### src/include/smme_pkg.sv
/*
  Package of the script memory move engine: instruction field layout, register window
  indices, timing counts, reset values and the state encoding.
  Assumes a single host bus clock and byte addressing on the system bus.
*/
package smme_pkg;

  // ****************************************
  // instruction fields
  // ****************************************
  localparam int OP_HI = 31;
  localparam int OP_LO = 30;
  localparam int RSVD_HI = 29;
  localparam int RSVD_LO = 24;
  localparam int CNT_HI = 23;
  localparam int CNT_LO = 0;
  localparam logic [1:0] MOVE_OPCODE = 2'h3;

  // ****************************************
  // checks and sizes
  // ****************************************
  localparam logic [23:0] LINE_CHECK_BYTES = 24'h20;
  localparam logic [31:0] WORD_BYTES = 32'h4;
  localparam logic [1:0] LAST_FETCH_WORD = 2'h2;

  // ****************************************
  // register window
  // ****************************************
  localparam int REG_SEL_W = 7;
  localparam logic [6:0] FBR_INDEX = 7'h08;

  // ****************************************
  // timing and reset values
  // ****************************************
  localparam logic [1:0] SETTLE_CYCLES = 2'h3;
  localparam logic [31:0] RESET_PTR = 32'h0;
  localparam logic [7:0] RESET_FBR = 8'h0;

  // ****************************************
  // sequencer states
  // ****************************************
  typedef enum logic [2:0] {
    SMME_IDLE   = 3'h0,
    SMME_FETCH  = 3'h1,
    SMME_DECODE = 3'h3,
    SMME_READ   = 3'h2,
    SMME_WRITE  = 3'h6,
    SMME_DONE   = 3'h7,
    SMME_HALT   = 3'h5
  } smme_state_t;

endpackage

### src/include/smme_fifo_if.sv
/*
  Interface between the move sequencer and its burst buffer memory.
  Assumes both ends run on the same clock; read data arrive one cycle after the address.
*/
`timescale 1ns/1ns

interface smme_fifo_if #(
  parameter int DW = 32,
  parameter int AW = 3
);
  logic wrEn;
  logic [AW-1:0] wrAddr;
  logic [DW-1:0] wrData;
  logic [AW-1:0] rdAddr;
  logic [DW-1:0] rdData;

  modport ctl (
    output wrEn,
    output wrAddr,
    output wrData,
    output rdAddr,
    input rdData
  );

  modport mem (
    input wrEn,
    input wrAddr,
    input wrData,
    input rdAddr,
    output rdData
  );
endinterface

### src/rtl/smme_sync.sv
/*
  Two flip-flop synchroniser for a level coming from a pin.
  Assumes the input may change at any time relative to ref_clk.
*/
`timescale 1ns/1ns

module smme_sync #(
  parameter int W = 1,
  parameter logic [W-1:0] RESET_VAL = '0
) (
  // clock and reset
  input wire logic ref_clk,
  input wire logic arst_n,
  // level in and out
  input wire logic [W-1:0] din,
  output logic [W-1:0] dout
);

  typedef struct packed {
    logic [W-1:0] meta;
    logic [W-1:0] stable;
  } smme_sync_t;

  smme_sync_t st;
  smme_sync_t next_st;

  always_comb
  begin
    next_st.meta = din;
    next_st.stable = st.meta;
  end

  always_ff @(posedge ref_clk or negedge arst_n)
  begin
    if (!arst_n)
    begin
      st <= {RESET_VAL, RESET_VAL};
    end
    else
    begin
      st <= next_st;
    end
  end

  assign dout = st.stable;

endmodule

### src/rtl/smme_fifo_mem.sv
/*
  Burst buffer memory of the move engine, one word per bus beat.
  Assumes the writer takes the old word when it reads and writes the same word in one cycle.
*/
`timescale 1ns/1ns

module smme_fifo_mem #(
  parameter int DEPTH = 8
) (
  // clock and reset
  input wire logic ref_clk,
  input wire logic arst_n,
  // buffer access
  smme_fifo_if.mem port
);

  logic [31:0] words [DEPTH];
  logic [31:0] rdReg;

  // ****************************************
  // storage, no reset on data
  // ****************************************
  always_ff @(posedge ref_clk)
  begin
    if (port.wrEn)
    begin
      words[port.wrAddr] <= port.wrData;
    end
  end

  // ****************************************
  // registered read
  // ****************************************
  always_ff @(posedge ref_clk or negedge arst_n)
  begin
    if (!arst_n)
    begin
      rdReg <= 32'h0;
    end
    else
    begin
      rdReg <= words[port.rdAddr];
    end
  end

  assign port.rdData = rdReg;

endmodule

### src/rtl/smme_engine.sv
/*
  Memory move engine of the script processor: fetches a three word move instruction,
  checks it, and copies the byte count from source to destination in buffered bursts.
  Assumes a same-clock system bus with a one-cycle acknowledge and an external address
  decode that drives the register window chip select on a pin.
*/
// Summary of operation
// - copy exactly the instruction byte count; at most 16 MB per instruction.
// - source and destination address bits 1..0 differ gives illegal instruction, no move.
// - line bursting on and count above 32 needs address bits 3..0 equal.
// - only direct absolute addresses; the fetched words are the addresses themselves.
// - move in bursts: read source into the buffer, then write it out.
// - count down remaining bytes until zero, then fetch the next instruction.
// - saved script pointer and data structure address hold the running addresses.
// - bits 31..30 of the first word identify a memory move.
// - nonzero bits 29..24 of the first word give illegal instruction.
// - byte count is bits 23..0 of the first word.
// - second word is the 32-bit absolute source start address.
// - third word is the 32-bit absolute destination start address.
// - chip select may rise during our own move cycles; accept it.
// - with chip select, register at low seven address bits is source or destination.
// - first byte received register ignores writes from the register window.
// - register window moves get the same alignment checks as memory moves.
// - a raised interrupt drives the active low interrupt request output.
`timescale 1ns/1ns

module smme_engine #(
  parameter int BURST = 8,
  parameter logic [1:0] MOVE_OP = smme_pkg::MOVE_OPCODE
) (
  // clock and reset
  input wire logic ref_clk,
  input wire logic arst_n,
  // script control
  input wire logic startPtrWr,
  input wire logic [31:0] startPtr,
  input wire logic cacheBurstEn,
  input wire logic fbrLoad,
  input wire logic [7:0] fbrData,
  // system bus master
  output logic memReq,
  output logic memWe,
  output logic [31:0] memAddr,
  output logic [3:0] memBe,
  output logic [31:0] memWdata,
  input wire logic [31:0] memRdata,
  input wire logic memAck,
  // register window
  input wire logic chipSelN,
  output logic [6:0] regSel,
  output logic regWr,
  output logic regRd,
  output logic [31:0] regWdata,
  output logic [3:0] regBe,
  input wire logic [31:0] regRdata,
  // status
  output logic irqN,
  output logic illegalInsn,
  output logic busy,
  output logic [31:0] scriptPtr,
  output logic [31:0] savedScriptPtr,
  output logic [31:0] dataStructAddr,
  output logic [23:0] remainCount,
  output logic [7:0] firstByteReceived,
  output logic foreignValid,
  output logic [31:0] foreignInsn
);

  localparam int AW = $clog2(BURST);
  localparam int IDXW = AW + 1;

  typedef struct packed {
    smme_pkg::smme_state_t state;
    logic [31:0] scriptPtr;
    logic [31:0] insn;
    logic [31:0] src;
    logic [31:0] dst;
    logic [31:0] addr;
    logic [23:0] remain;
    logic [23:0] readRem;
    logic [IDXW-1:0] beatIdx;
    logic [IDXW-1:0] rdBeats;
    logic [1:0] fetchIdx;
    logic [1:0] settle;
    logic [3:0] be;
    logic [2:0] beatN;
    logic irqFlag;
    logic [7:0] fbr;
    logic foreign;
  } smme_eng_t;

  smme_eng_t st;
  smme_eng_t next_st;

  logic csSyncN;
  logic accessPhase;
  logic regHit;
  logic isFbr;
  logic beatDone;
  logic [31:0] readWord;
  logic [23:0] moveCount;
  logic rsvdBad;
  logic alignBad;
  logic lineBad;

  smme_fifo_if #(.DW(32), .AW(AW)) fifoBus ();

  // ****************************************
  // bytes and lanes of one beat
  // ****************************************
  function automatic logic [6:0] beatCalc(input logic [1:0] off, input logic [23:0] rem);
    logic [2:0] avail;
    logic [2:0] n;
    logic [3:0] mask;
    avail = 3'h4 - {1'h0, off};
    n = (rem < {21'h0, avail}) ? rem[2:0] : avail;
    mask = 4'((5'h1 << n) - 5'h1);
    return {4'(mask << off), n};
  endfunction

  // ****************************************
  // chip select pin and submodules
  // ****************************************
  smme_sync #(.W(1), .RESET_VAL(1'h1)) csSync (
    .ref_clk(ref_clk),
    .arst_n(arst_n),
    .din(chipSelN),
    .dout(csSyncN)
  );

  smme_fifo_mem #(.DEPTH(BURST)) burstBuf (
    .ref_clk(ref_clk),
    .arst_n(arst_n),
    .port(fifoBus.mem)
  );

  // ****************************************
  // beat decode
  // ****************************************
  assign accessPhase = ((st.state == smme_pkg::SMME_READ) || (st.state == smme_pkg::SMME_WRITE))
                       && (st.settle == 2'h0);
  assign regHit = accessPhase && !csSyncN;
  assign isFbr = (st.addr[smme_pkg::REG_SEL_W-1:0] == smme_pkg::FBR_INDEX);
  assign beatDone = regHit || (accessPhase && memAck);
  assign readWord = regHit ? (isFbr ? {4{st.fbr}} : regRdata) : memRdata;

  assign moveCount = st.insn[smme_pkg::CNT_HI:smme_pkg::CNT_LO];
  assign rsvdBad = |st.insn[smme_pkg::RSVD_HI:smme_pkg::RSVD_LO];
  // checks use the fetched addresses whatever they decode to
  assign alignBad = (st.src[1:0] != st.dst[1:0]);
  assign lineBad = cacheBurstEn && (moveCount > smme_pkg::LINE_CHECK_BYTES)
                   && (st.src[3:0] != st.dst[3:0]);

  // ****************************************
  // sequencer
  // ****************************************
  always_comb
  begin
    logic [31:0] nSrc;
    logic [31:0] nDst;
    logic [23:0] nRead;
    logic [23:0] nRemain;
    nSrc = st.src + {29'h0, st.beatN};
    nDst = st.dst + {29'h0, st.beatN};
    nRead = st.readRem - {21'h0, st.beatN};
    nRemain = st.remain - {21'h0, st.beatN};
    next_st = st;
    next_st.foreign = 1'h0;
    if (fbrLoad)
      next_st.fbr = fbrData;
    if (st.settle != 2'h0)
      next_st.settle = st.settle - 2'h1;
    case (st.state)
      smme_pkg::SMME_IDLE, smme_pkg::SMME_HALT:
      begin
        if (startPtrWr)
        begin
          next_st.scriptPtr = startPtr;
          next_st.addr = startPtr;
          next_st.fetchIdx = 2'h0;
          next_st.irqFlag = 1'h0;
          next_st.state = smme_pkg::SMME_FETCH;
        end
      end
      smme_pkg::SMME_FETCH:
      begin
        if (memAck)
        begin
          next_st.scriptPtr = st.scriptPtr + smme_pkg::WORD_BYTES;
          next_st.addr = st.addr + smme_pkg::WORD_BYTES;
          next_st.fetchIdx = st.fetchIdx + 2'h1;
          if (st.fetchIdx == 2'h0)
          begin
            next_st.insn = memRdata;
            if (memRdata[smme_pkg::OP_HI:smme_pkg::OP_LO] != MOVE_OP)
            begin
              next_st.foreign = 1'h1;
              next_st.state = smme_pkg::SMME_IDLE;
            end
          end
          else if (st.fetchIdx == 2'h1)
            next_st.src = memRdata;
          else
          begin
            next_st.dst = memRdata;
            next_st.state = smme_pkg::SMME_DECODE;
          end
        end
      end
      smme_pkg::SMME_DECODE:
      begin
        next_st.remain = moveCount;
        next_st.readRem = moveCount;
        next_st.beatIdx = '0;
        next_st.rdBeats = '0;
        next_st.addr = st.src;
        next_st.settle = smme_pkg::SETTLE_CYCLES;
        {next_st.be, next_st.beatN} = beatCalc(st.src[1:0], moveCount);
        if (rsvdBad || alignBad || lineBad)
        begin
          next_st.irqFlag = 1'h1;
          next_st.state = smme_pkg::SMME_HALT;
        end
        else if (moveCount == 24'h0)
          next_st.state = smme_pkg::SMME_DONE;
        else
          next_st.state = smme_pkg::SMME_READ;
      end
      smme_pkg::SMME_READ:
      begin
        if (beatDone)
        begin
          next_st.src = nSrc;
          next_st.readRem = nRead;
          next_st.beatIdx = st.beatIdx + 1'h1;
          next_st.rdBeats = st.rdBeats + 1'h1;
          next_st.settle = smme_pkg::SETTLE_CYCLES;
          if ((nRead == 24'h0) || (st.beatIdx == IDXW'(BURST - 1)))
          begin
            next_st.state = smme_pkg::SMME_WRITE;
            next_st.beatIdx = '0;
            next_st.addr = st.dst;
            {next_st.be, next_st.beatN} = beatCalc(st.dst[1:0], st.remain);
          end
          else
          begin
            next_st.addr = nSrc;
            {next_st.be, next_st.beatN} = beatCalc(nSrc[1:0], nRead);
          end
        end
      end
      smme_pkg::SMME_WRITE:
      begin
        if (beatDone)
        begin
          next_st.dst = nDst;
          next_st.remain = nRemain;
          next_st.beatIdx = st.beatIdx + 1'h1;
          next_st.settle = smme_pkg::SETTLE_CYCLES;
          if ((st.beatIdx + 1'h1) == st.rdBeats)
          begin
            next_st.state = (nRemain == 24'h0) ? smme_pkg::SMME_DONE : smme_pkg::SMME_READ;
            next_st.beatIdx = '0;
            next_st.rdBeats = '0;
            next_st.addr = st.src;
            {next_st.be, next_st.beatN} = beatCalc(st.src[1:0], st.readRem);
          end
          else
          begin
            next_st.addr = nDst;
            {next_st.be, next_st.beatN} = beatCalc(nDst[1:0], nRemain);
          end
        end
      end
      smme_pkg::SMME_DONE:
      begin
        next_st.addr = st.scriptPtr;
        next_st.fetchIdx = 2'h0;
        next_st.state = smme_pkg::SMME_FETCH;
      end
      default:
        next_st.state = smme_pkg::SMME_IDLE;
    endcase
  end

  always_ff @(posedge ref_clk or negedge arst_n)
  begin
    if (!arst_n)
    begin
      st <= '0;
      st.state <= smme_pkg::SMME_IDLE;
      st.scriptPtr <= smme_pkg::RESET_PTR;
      st.fbr <= smme_pkg::RESET_FBR;
    end
    else
      st <= next_st;
  end

  // ****************************************
  // burst buffer access
  // ****************************************
  assign fifoBus.wrEn = (st.state == smme_pkg::SMME_READ) && beatDone;
  assign fifoBus.wrAddr = st.beatIdx[AW-1:0];
  assign fifoBus.wrData = readWord;
  assign fifoBus.rdAddr = st.beatIdx[AW-1:0];

  // ****************************************
  // outputs
  // ****************************************
  assign memReq = (st.state == smme_pkg::SMME_FETCH) || (accessPhase && csSyncN);
  assign memWe = (st.state == smme_pkg::SMME_WRITE);
  assign memAddr = st.addr;
  assign memBe = (st.state == smme_pkg::SMME_FETCH) ? 4'hf : st.be;
  assign memWdata = fifoBus.rdData;
  assign regSel = st.addr[smme_pkg::REG_SEL_W-1:0];
  assign regWr = regHit && (st.state == smme_pkg::SMME_WRITE) && !isFbr;
  assign regRd = regHit && (st.state == smme_pkg::SMME_READ);
  assign regWdata = fifoBus.rdData;
  assign regBe = st.be;
  assign irqN = !st.irqFlag;
  assign illegalInsn = st.irqFlag;
  assign busy = (st.state != smme_pkg::SMME_IDLE) && (st.state != smme_pkg::SMME_HALT);
  assign scriptPtr = st.scriptPtr;
  assign savedScriptPtr = st.src;
  assign dataStructAddr = st.dst;
  assign remainCount = st.remain;
  assign firstByteReceived = st.fbr;
  assign foreignValid = st.foreign;
  assign foreignInsn = st.insn;

endmodule

### config.mk
export PLATFORM = sky130hd
export DESIGN_NAME = smme_engine
export DESIGN_NICKNAME = d
export VERILOG_FILES = /design/src/include/smme_pkg.sv /design/src/include/smme_fifo_if.sv /design/src/rtl/smme_sync.sv /design/src/rtl/smme_fifo_mem.sv /design/src/rtl/smme_engine.sv
export SDC_FILE = /design/constraint.sdc
export NUM_CORES = 1
export LEC_CHECK = 0
export ABC_AREA = 1
export BUFFER_PORTS_ARGS = -buffer_cell sky130_fd_sc_hd__clkbuf_2
export CAP_MARGIN = 20
export CORE_MARGIN = 10
export CORE_UTILIZATION = 59
export DETAILED_ROUTE_END_ITERATION = 12
export GPL_TIMING_DRIVEN = 0
export PLACE_DENSITY = 0.77
export SLEW_MARGIN = 20
export SYNTH_ARGS = -nofsm -noshare
export SYNTH_HDL_FRONTEND = slang
export SYNTH_SLANG_ARGS = --single-unit
### constraint.sdc
create_clock -name ref_clk -period 6.3 [get_ports ref_clk]
set_input_delay 0.63 -clock ref_clk [delete_from_list [all_inputs] [get_ports ref_clk]]
set_output_delay 0.63 -clock ref_clk [all_outputs]
set_load 0.05 [all_outputs]
==> run_results.csv, run 1 <==
group,metric,value,unit
clocking,cts_tree,"built",
floorplanning,io_pins,390,
synth,synth_top_cell_area_share,0.250,
clocking,htree_levels,2,
layout,area_delta_synth_final,16.9,%
grt,overflow,0,
synth,synth.area.top_cells,"edfxtp_1 (25%), dfrtp_1 (22%), nand2_1 (8.9%)",
pwr,ir_drop,0.559,mV
worst_hold_path,min_from,"chipSelN",
route,routedWlPerCell,25.8,um
clocking,cts.repair.resized,0,
route,ant_nets,0,
synth,synthTopCellsByCount,"nand2_1 (729), inv_1 (338), dfrtp_1 (272)",
sta,drv_slew,0,
placed_design,portBuffers,387,
setup_path,r2r_end,"regBe[2]$_DFFE_PN0P_",
floorplanning,die_x,248,um
setup_path,arrival,5840,ps
synth,synth_cells,3560,
clocking,clock_path_buffers,3,
clocking,cts_hold_buf,1,
clocking,post_cts_buffers,0,
layout,drive_above_1_share,0.223,
setup_path,critPathMaxFanout,10,
floorplanning,initial_utilization,0.597,
sta,setup_tns,0,ps
sta,layout_min_cycle_time,5300,ps
synth,synth_seq_cells,530,
synth,ys_seq_area_frac,0.474,
sta,max_freq,189,MHz
placed_design,place_congestion,1.00,
placed_design,dp_hpwl,95800,um
grt,antenna_found_initial,4,
route,num_vias,29900,
sta,tightest_slew,1300,ps
synth,synth_area_per_cell,8.62,sq um
sta,worst_slew_margin_rel,0.123,
setup_path,rrSetupSlack,1000,ps
clocking,cts.sinks,530,
floorplanning,die_h,248,um
synth,yosysMostFrequentCell,"nand2_1",
synth,synth_warnings,0,
setup_path,crit_path_top_delay_cell,"o21ai_0",
route,drtPass1Iterations,6,
setup_path,worstPathRequired,6840,ps
grt,grt_pass1_wl,179000,um
grt,grt_max_degree,88,
floorplanning,rows,83,
pwr,p_switching,12.7,mW
clocking,clkLatencyLatePin,660,ps
floorplanning,core-area,51400,sq um
worst_hold_path,hold_depth,1,
worst_hold_path,hold_path.class,"in2reg",
synth,async_reset_ff_frac,0.517,
clocking,cts_buffers,55,
clocking,clock_tree.root_cell,"clkbuf_16",
sta,setup_violations,0,
synth,yosysTopAreaCell,"edfxtp_1",
layout,nNetsFinal,4202,
placed_design,dp_slack,995,ps
setup_path,timing.rr.start,"savedScriptPtr[0]$_DFFE_PN0P_",
pwr,p_per_area,648,nW/um^2
layout,n_fill_cell,4170,
route,drt_first_iter_violations,4252,
sta,min_period_over_period,0.842,
setup_path,worstPathCellList,"buf_2 -> inv_1 -> clkbuf_1 -> ha_1 -> inv_1 -> ha_1 -> a21boi_0 -> o21ai_0 -> nand4_1 -> nor2_2 -> nand2_1 -> o21ai_0 -> nand3_1 -> ha_1 -> xor2_1 -> nor2_1 -> o21ai_0 -> a21oi_1 -> nand2_1 -> nand3_1 -> nand2_1 -> inv_1",
grt,grt_usage,0.390,
pwr,combPwrFrac,0.593,
pwr,power,23.2,mW
setup_path,worst_setup_path_end_kind,"flop",
route,drt_wl_total,123000,um
synth,netlist_area,30700,sq um
worst_hold_path,min_to,"csSync.next_st[0]$_DFF_PN1_",
route,drc,0,
synth,ys.flop_type,"dfrtp_1",
outcome,status,"finished, final reports clean",
sta,finClkSkew,42.4,ps
setup_path,critPathKind,"reg2reg",
sta,whs,61.7,ps
run,cap_violations,0,
synth,synth.net_count,3714,
setup_path,start_kind,"flop",
grt,first_global_vias,28400,
pwr,p_leak,16.0,nW
pwr,switching_share,0.546,
pwr,power_frac_seq,0.254,
pwr,p_int,10.5,mW
synth,synth_enable_flop_cells,256,
clocking,clk_pin_slew_worst_paths,60,ps
floorplanning,die_area,61500,sq um
sta,fin_ws,997,ps
pwr,pwr-share-clk,0.153,
setup_path,reg2reg_depth,22,
synth,yosysUniqueCellTypes,72,
sta,hold_viol,0,
setup_path,cpPeakStageDelay,650,ps
route,vias_per_cell,6.25,
sta,rsz0062_at_grt,"false",
-- worst max-delay path: cells and delay by family, from the launching register on --
kind / cells / cell delay, ps
and+or+nand+nor: 8 / 1290
AOI/OAI and AO/OA: 5 / 1280
adders and majority gates: 3 / 840
xor gates and xnor gates: 1 / 210
DFF: 1 / 460
buffers and inverters: 5 / 1090
-- power by group through the flow --
stage	Sequential, mW	Combinational, mW	Clock [mW]
after floorplan	5.78	9.36	0
after global placement	5.90	13.2	0
after detailed placement	5.88	13.4	0
after CTS	5.84	13.5	3.53
after global routing	5.98	14.7	3.67
final	5.91	13.8	3.56
-- layout by cell type (no fill, tap or decap), drive strengths merged, types with 3 or more instances in the layout --
cell and n:
xor2 70, clkbuf 582, nor4 26, a211oi 3, fa 4, o21a 4, xnor2 7, nand4 97
a31oi 12, a22oi 86, nand3b 3, a22o 31, or2 14, clkinv 24, clkinvlp 4, o21ai 285
o2111ai 14, o221ai 7, nand2 745, dfrtp 272, ha 39, a21oi 175, inv 353, o211ai 83
nor3 56, a221oi 38, nor2 245, diode 3, bufinv 7, buf 312, edfxtp 256, mux2 8
o21bai 4, nand3 168, o22ai 34
-- worst max path at each step --
stage	start	depth (start not counted)	to	slack [ps]
CTS	savedScriptPtr[0]$_DFFE_PN0P_	22	regBe[2]$_DFFE_PN0P_	1360
detailed placement	memAck	11	burstBuf.words[2][25]$_DFFE_PP_	1000
global placement	memAck	7	burstBuf.words[4][25]$_DFFE_PP_	-3600
finish	savedScriptPtr[0]$_DFFE_PN0P_	22	regBe[2]$_DFFE_PN0P_	1000
global route	savedScriptPtr[0]$_DFFE_PN0P_	22	regBe[2]$_DFFE_PN0P_	740
floorplan	memAck	7	burstBuf.words[0][0]$_DFFE_PP_	790
-- cells by family (layout without fill, tap and decap cells) --
group,Yosys count,in the layout,synth area share
XOR/XNOR,77,77,0.0222
multiplexers,8,8,0.00294
AND/OR/NAND/NOR,1357,1357,0.198
buffers and inverters,749,1283,0.123
AO/OA/AOI/OAI,796,796,0.161
adder cells (fa/ha/maj),43,43,0.0185
flip-flops,530,530,0.474
other,0,3,0
-- per-stage QoR --
| step | instances | instance area [sq um] | util |
|---|---|---|---|
| 4_1_cts | 4774 | 35900 | 0.698 |
| 5_1_grt | 4776 | 35900 | 0.698 |
| 3_3_place_gp | 4627 | 33500 | 0.651 |
| 6_report | 4777 | 35900 | 0.698 |
| 3_5_place_dp | 4670 | 33900 | 0.659 |
| 2_1_floorplan | 3560 | 30700 | - |
-- state kept, by name (all words and copies together) (netlist names), 3 cells and up --
| name | count |
|---|---|
| foreignInsn | 32 |
| firstByteReceived | 8 |
| scriptPtr | 32 |
| burstBuf.port.rdData | 32 |
| regBe | 4 |
| burstBuf.words | 256 |
| dataStructAddr | 32 |
| remainCount | 24 |
| st | 39 |
| fifoBus.rdAddr | 3 |
| memAddr | 32 |
| savedScriptPtr | 32 |
-- per-layer routing --
metal	GRT usage	up-vias	wire length, um
li1	-	13100	-
met1	0.501	14100	45300
met2	0.597	2305	54400
met3	0.0995	450	16400
met4	0.219	2	7420
met5	0	-	13
-- layout make-up --
type	instances	area, sq um	share of cell area
sequential	530	14500	0.405
multi-input combinational	2281	12400	0.346
buffer	389	2420	0.0675
timing repair buffer	431	2310	0.0644
clock buffer	75	1570	0.0438
inverter	360	1360	0.0378
tap	680	851	0.0237
clock inverter	28	392	0.0109
antenna	3	7.51	0.000209
Note: power is estimated with default switching activity, not from simulation.
==> inputs of run 2 (changes only) <==
--- a/config.mk
+++ b/config.mk
@@ -9,10 +9,10 @@
 export BUFFER_PORTS_ARGS = -buffer_cell sky130_fd_sc_hd__clkbuf_2
 export CAP_MARGIN = 20
 export CORE_MARGIN = 10
-export CORE_UTILIZATION = 59
+export CORE_UTILIZATION = 53
 export DETAILED_ROUTE_END_ITERATION = 12
 export GPL_TIMING_DRIVEN = 0
-export PLACE_DENSITY = 0.77
+export PLACE_DENSITY = 0.73
 export SLEW_MARGIN = 20
 export SYNTH_ARGS = -nofsm -noshare
 export SYNTH_HDL_FRONTEND = slang
==> constraint.sdc (replaced) <==
create_clock -name ref_clk -period 4.65 [get_ports ref_clk]
set_input_delay 0.465 -clock ref_clk [delete_from_list [all_inputs] [get_ports ref_clk]]
set_output_delay 0.465 -clock ref_clk [all_outputs]
set_load 0.05 [all_outputs]
==> run_results.csv, run 2 (same netlist as run 1, synthesis figures left out) <==
group,metric,value,unit
outcome,status,"finished, final reports clean",
sta,fin_ws,64.7,ps
sta,rsz0062_at_grt,"true",
sta,setup_violations,0,
placed_design,place_congestion,1.02,
layout,area_delta_synth_final,17.5,%
worst_hold_path,min_to,"firstByteReceived[2]$_DFFE_PN0P_",
floorplanning,rows,88,
route,vias_per_cell,6.03,
sta,whs,42.6,ps
setup_path,r2r_end,"regBe[2]$_DFFE_PN0P_",
clocking,clkLatencyLatePin,660,ps
layout,n_fill_cell,5039,
sta,min_period_over_period,0.986,
setup_path,timing.rr.start,"savedScriptPtr[0]$_DFFE_PN0P_",
clocking,cts_tree,"built",
grt,grt_usage,0.350,
floorplanning,initial_utilization,0.534,
layout,finalInstanceArea,36100,sq um
pwr,ir_drop,0.588,mV
layout,regMostFlops,"burstBuf.words",
placed_design,portBuffers,387,
layout,post-route-util,0.628,
setup_path,critPathKind,"reg2reg",
placed_design,dp.cells,4753,
setup_path,rrSetupSlack,60,ps
pwr,p_leak,16.0,nW
floorplanning,core-area,57500,sq um
setup_path,reg2reg_depth,22,
clocking,clk_pin_slew_worst_paths,60,ps
clocking,clock_tree.root_cell,"clkbuf_16",
layout,layout_common_cells,"nand2_1 (729), clkbuf_2 (387), inv_1 (338), dfrtp_1 (270), o21ai_0 (269)",
placed_design,place_area,34000,sq um
worst_hold_path,min_from,"fbrData[2]",
sta,max_freq,218,MHz
run,cap_violations,0,
layout,drive_above_1_share,0.225,
grt,antenna_found_initial,7,
route,routedWlPerCell,25.1,um
grt,overflow,0,
grt,first_global_vias,28000,
clocking,cts.sinks,530,
floorplanning,die_x,261,um
layout,layout_commonest_cell,"nand2_1",
clocking,cts_buffers,55,
setup_path,critPathMaxFanout,10,
layout,reg_top3,"burstBuf.words (256), st (39)",
grt,grt_pass1_wl,178000,um
grt,grt_max_degree,84,
sta,hold_viol,0,
floorplanning,die_area,67900,sq um
layout,nNetsFinal,4201,
layout,largest_reg_flops,256,
clocking,htree_levels,2,
clocking,clock_path_buffers,3,
placed_design,dp_hpwl,95600,um
layout,layout.cells.non_filler,4865,
route,num_vias,29300,
route,drt_wl_total,122000,um
pwr,p_per_area,874,nW/um^2
setup_path,worstPathRequired,5170,ps
placed_design,dp_slack,-470,ps
route,ant_nets,0,
pwr,power,31.5,mW
route,drtPass1Iterations,6,
setup_path,start_kind,"flop",
sta,tightest_slew,1230,ps
worst_hold_path,hold_depth,2,
setup_path,worst_setup_path_end_kind,"flop",
floorplanning,io_pins,390,
sta,layout_min_cycle_time,4590,ps
route,drt_first_iter_violations,3850,
sta,finClkSkew,47.6,ps
route,drc,0,
sta,worst_slew_margin_rel,0.170,
worst_hold_path,hold_path.class,"in2reg",
sta,drv_slew,0,
setup_path,arrival,5100,ps
sta,setup_tns,0,ps
floorplanning,die_h,261,um
-- run 2: changes by cell type in the layout (fill, tap and decap cells not counted), moves of 2 or more --
cell / previous run / this run
buf_2: 36 / 42
inv_6: 0 / 2
buf_4: 257 / 249
diode_2: 3 / 6
clkinv_2: 12 / 10
bufinv_16: 7 / 11
dfrtp_2: 0 / 2
clkbuf_8: 13 / 7
dfrtp_1: 272 / 270
clkbuf_1: 128 / 125
clkinvlp_2: 0 / 2
clkinv_4: 1 / 4
-- run 2: how the worst max path moves through the flow --
stage                                  start                               to  slack, ps  cells after the start
6_report       savedScriptPtr[0]$_DFFE_PN0P_             regBe[2]$_DFFE_PN0P_         60                     22
5_1_grt        dataStructAddr[0]$_DFFE_PN0P_             regBe[2]$_DFFE_PN0P_        -30                     26
4_1_cts        dataStructAddr[0]$_DFFE_PN0P_             regBe[2]$_DFFE_PN0P_        150                     26
3_5_place_dp                          memAck  burstBuf.words[0][25]$_DFFE_PP_       -470                     10
3_3_place_gp                          memAck  burstBuf.words[0][25]$_DFFE_PP_      -5060                      7
2_1_floorplan                         memAck   burstBuf.words[0][0]$_DFFE_PP_       -690                      7
-- run 2: area by class of cell --
type | instances | area (sq um) | area share
multi-input combinational | 2281 | 12400 | 0.345
clock buffer | 68 | 1490 | 0.0412
timing repair buffer | 431 | 2310 | 0.0640
tap | 765 | 957 | 0.0265
inverter | 360 | 1360 | 0.0376
antenna | 6 | 15.0 | 0.000416
buffer | 388 | 2420 | 0.0670
clock inverter | 36 | 537 | 0.0149
sequential | 530 | 14500 | 0.403
-- run 2: power by group --
part	total [mW]	switching (mW)	internal, mW
sequential	7.99	1.68	6.31
combinational	18.6	13.4	5.21
clock	4.97	2.06	2.91
total	31.5	17.1	14.4
-- run 2: timing repair --
action                                  CTS  global route
pin swaps                                 0             1
buffers inserted                          0             1
resized for setup                         1             8
hold buffers                              2             0
endpoints found under the hold margin    39             0
endpoints found under the setup margin    6             9
-- run 2: routing by layer --
layer	wire [um]	global-route usage	vias up
li1	-	-	13100
met2	54800	0.545	2025
met4	6260	0.164	2
met5	13	0	-
met1	46300	0.451	13900
met3	14800	0.0894	348
-- run 2: worst max-delay path, stage by stage (launching register included) --
cell and delay, ps:
dfrtp_1 460, buf_2 300, inv_1 180, clkbuf_2 240
ha_1 350, inv_1 110, ha_1 230, a21boi_0 120
o21ai_0 300, nand4_1 150, nor2_2 340, nand2_1 100
o21ai_1 290, nand3_1 230, ha_1 240, xor2_1 190
nor2_1 50, o21ai_0 160, a21oi_1 80, nand2_1 80
nand3_1 100, nand2_1 90, inv_1 40
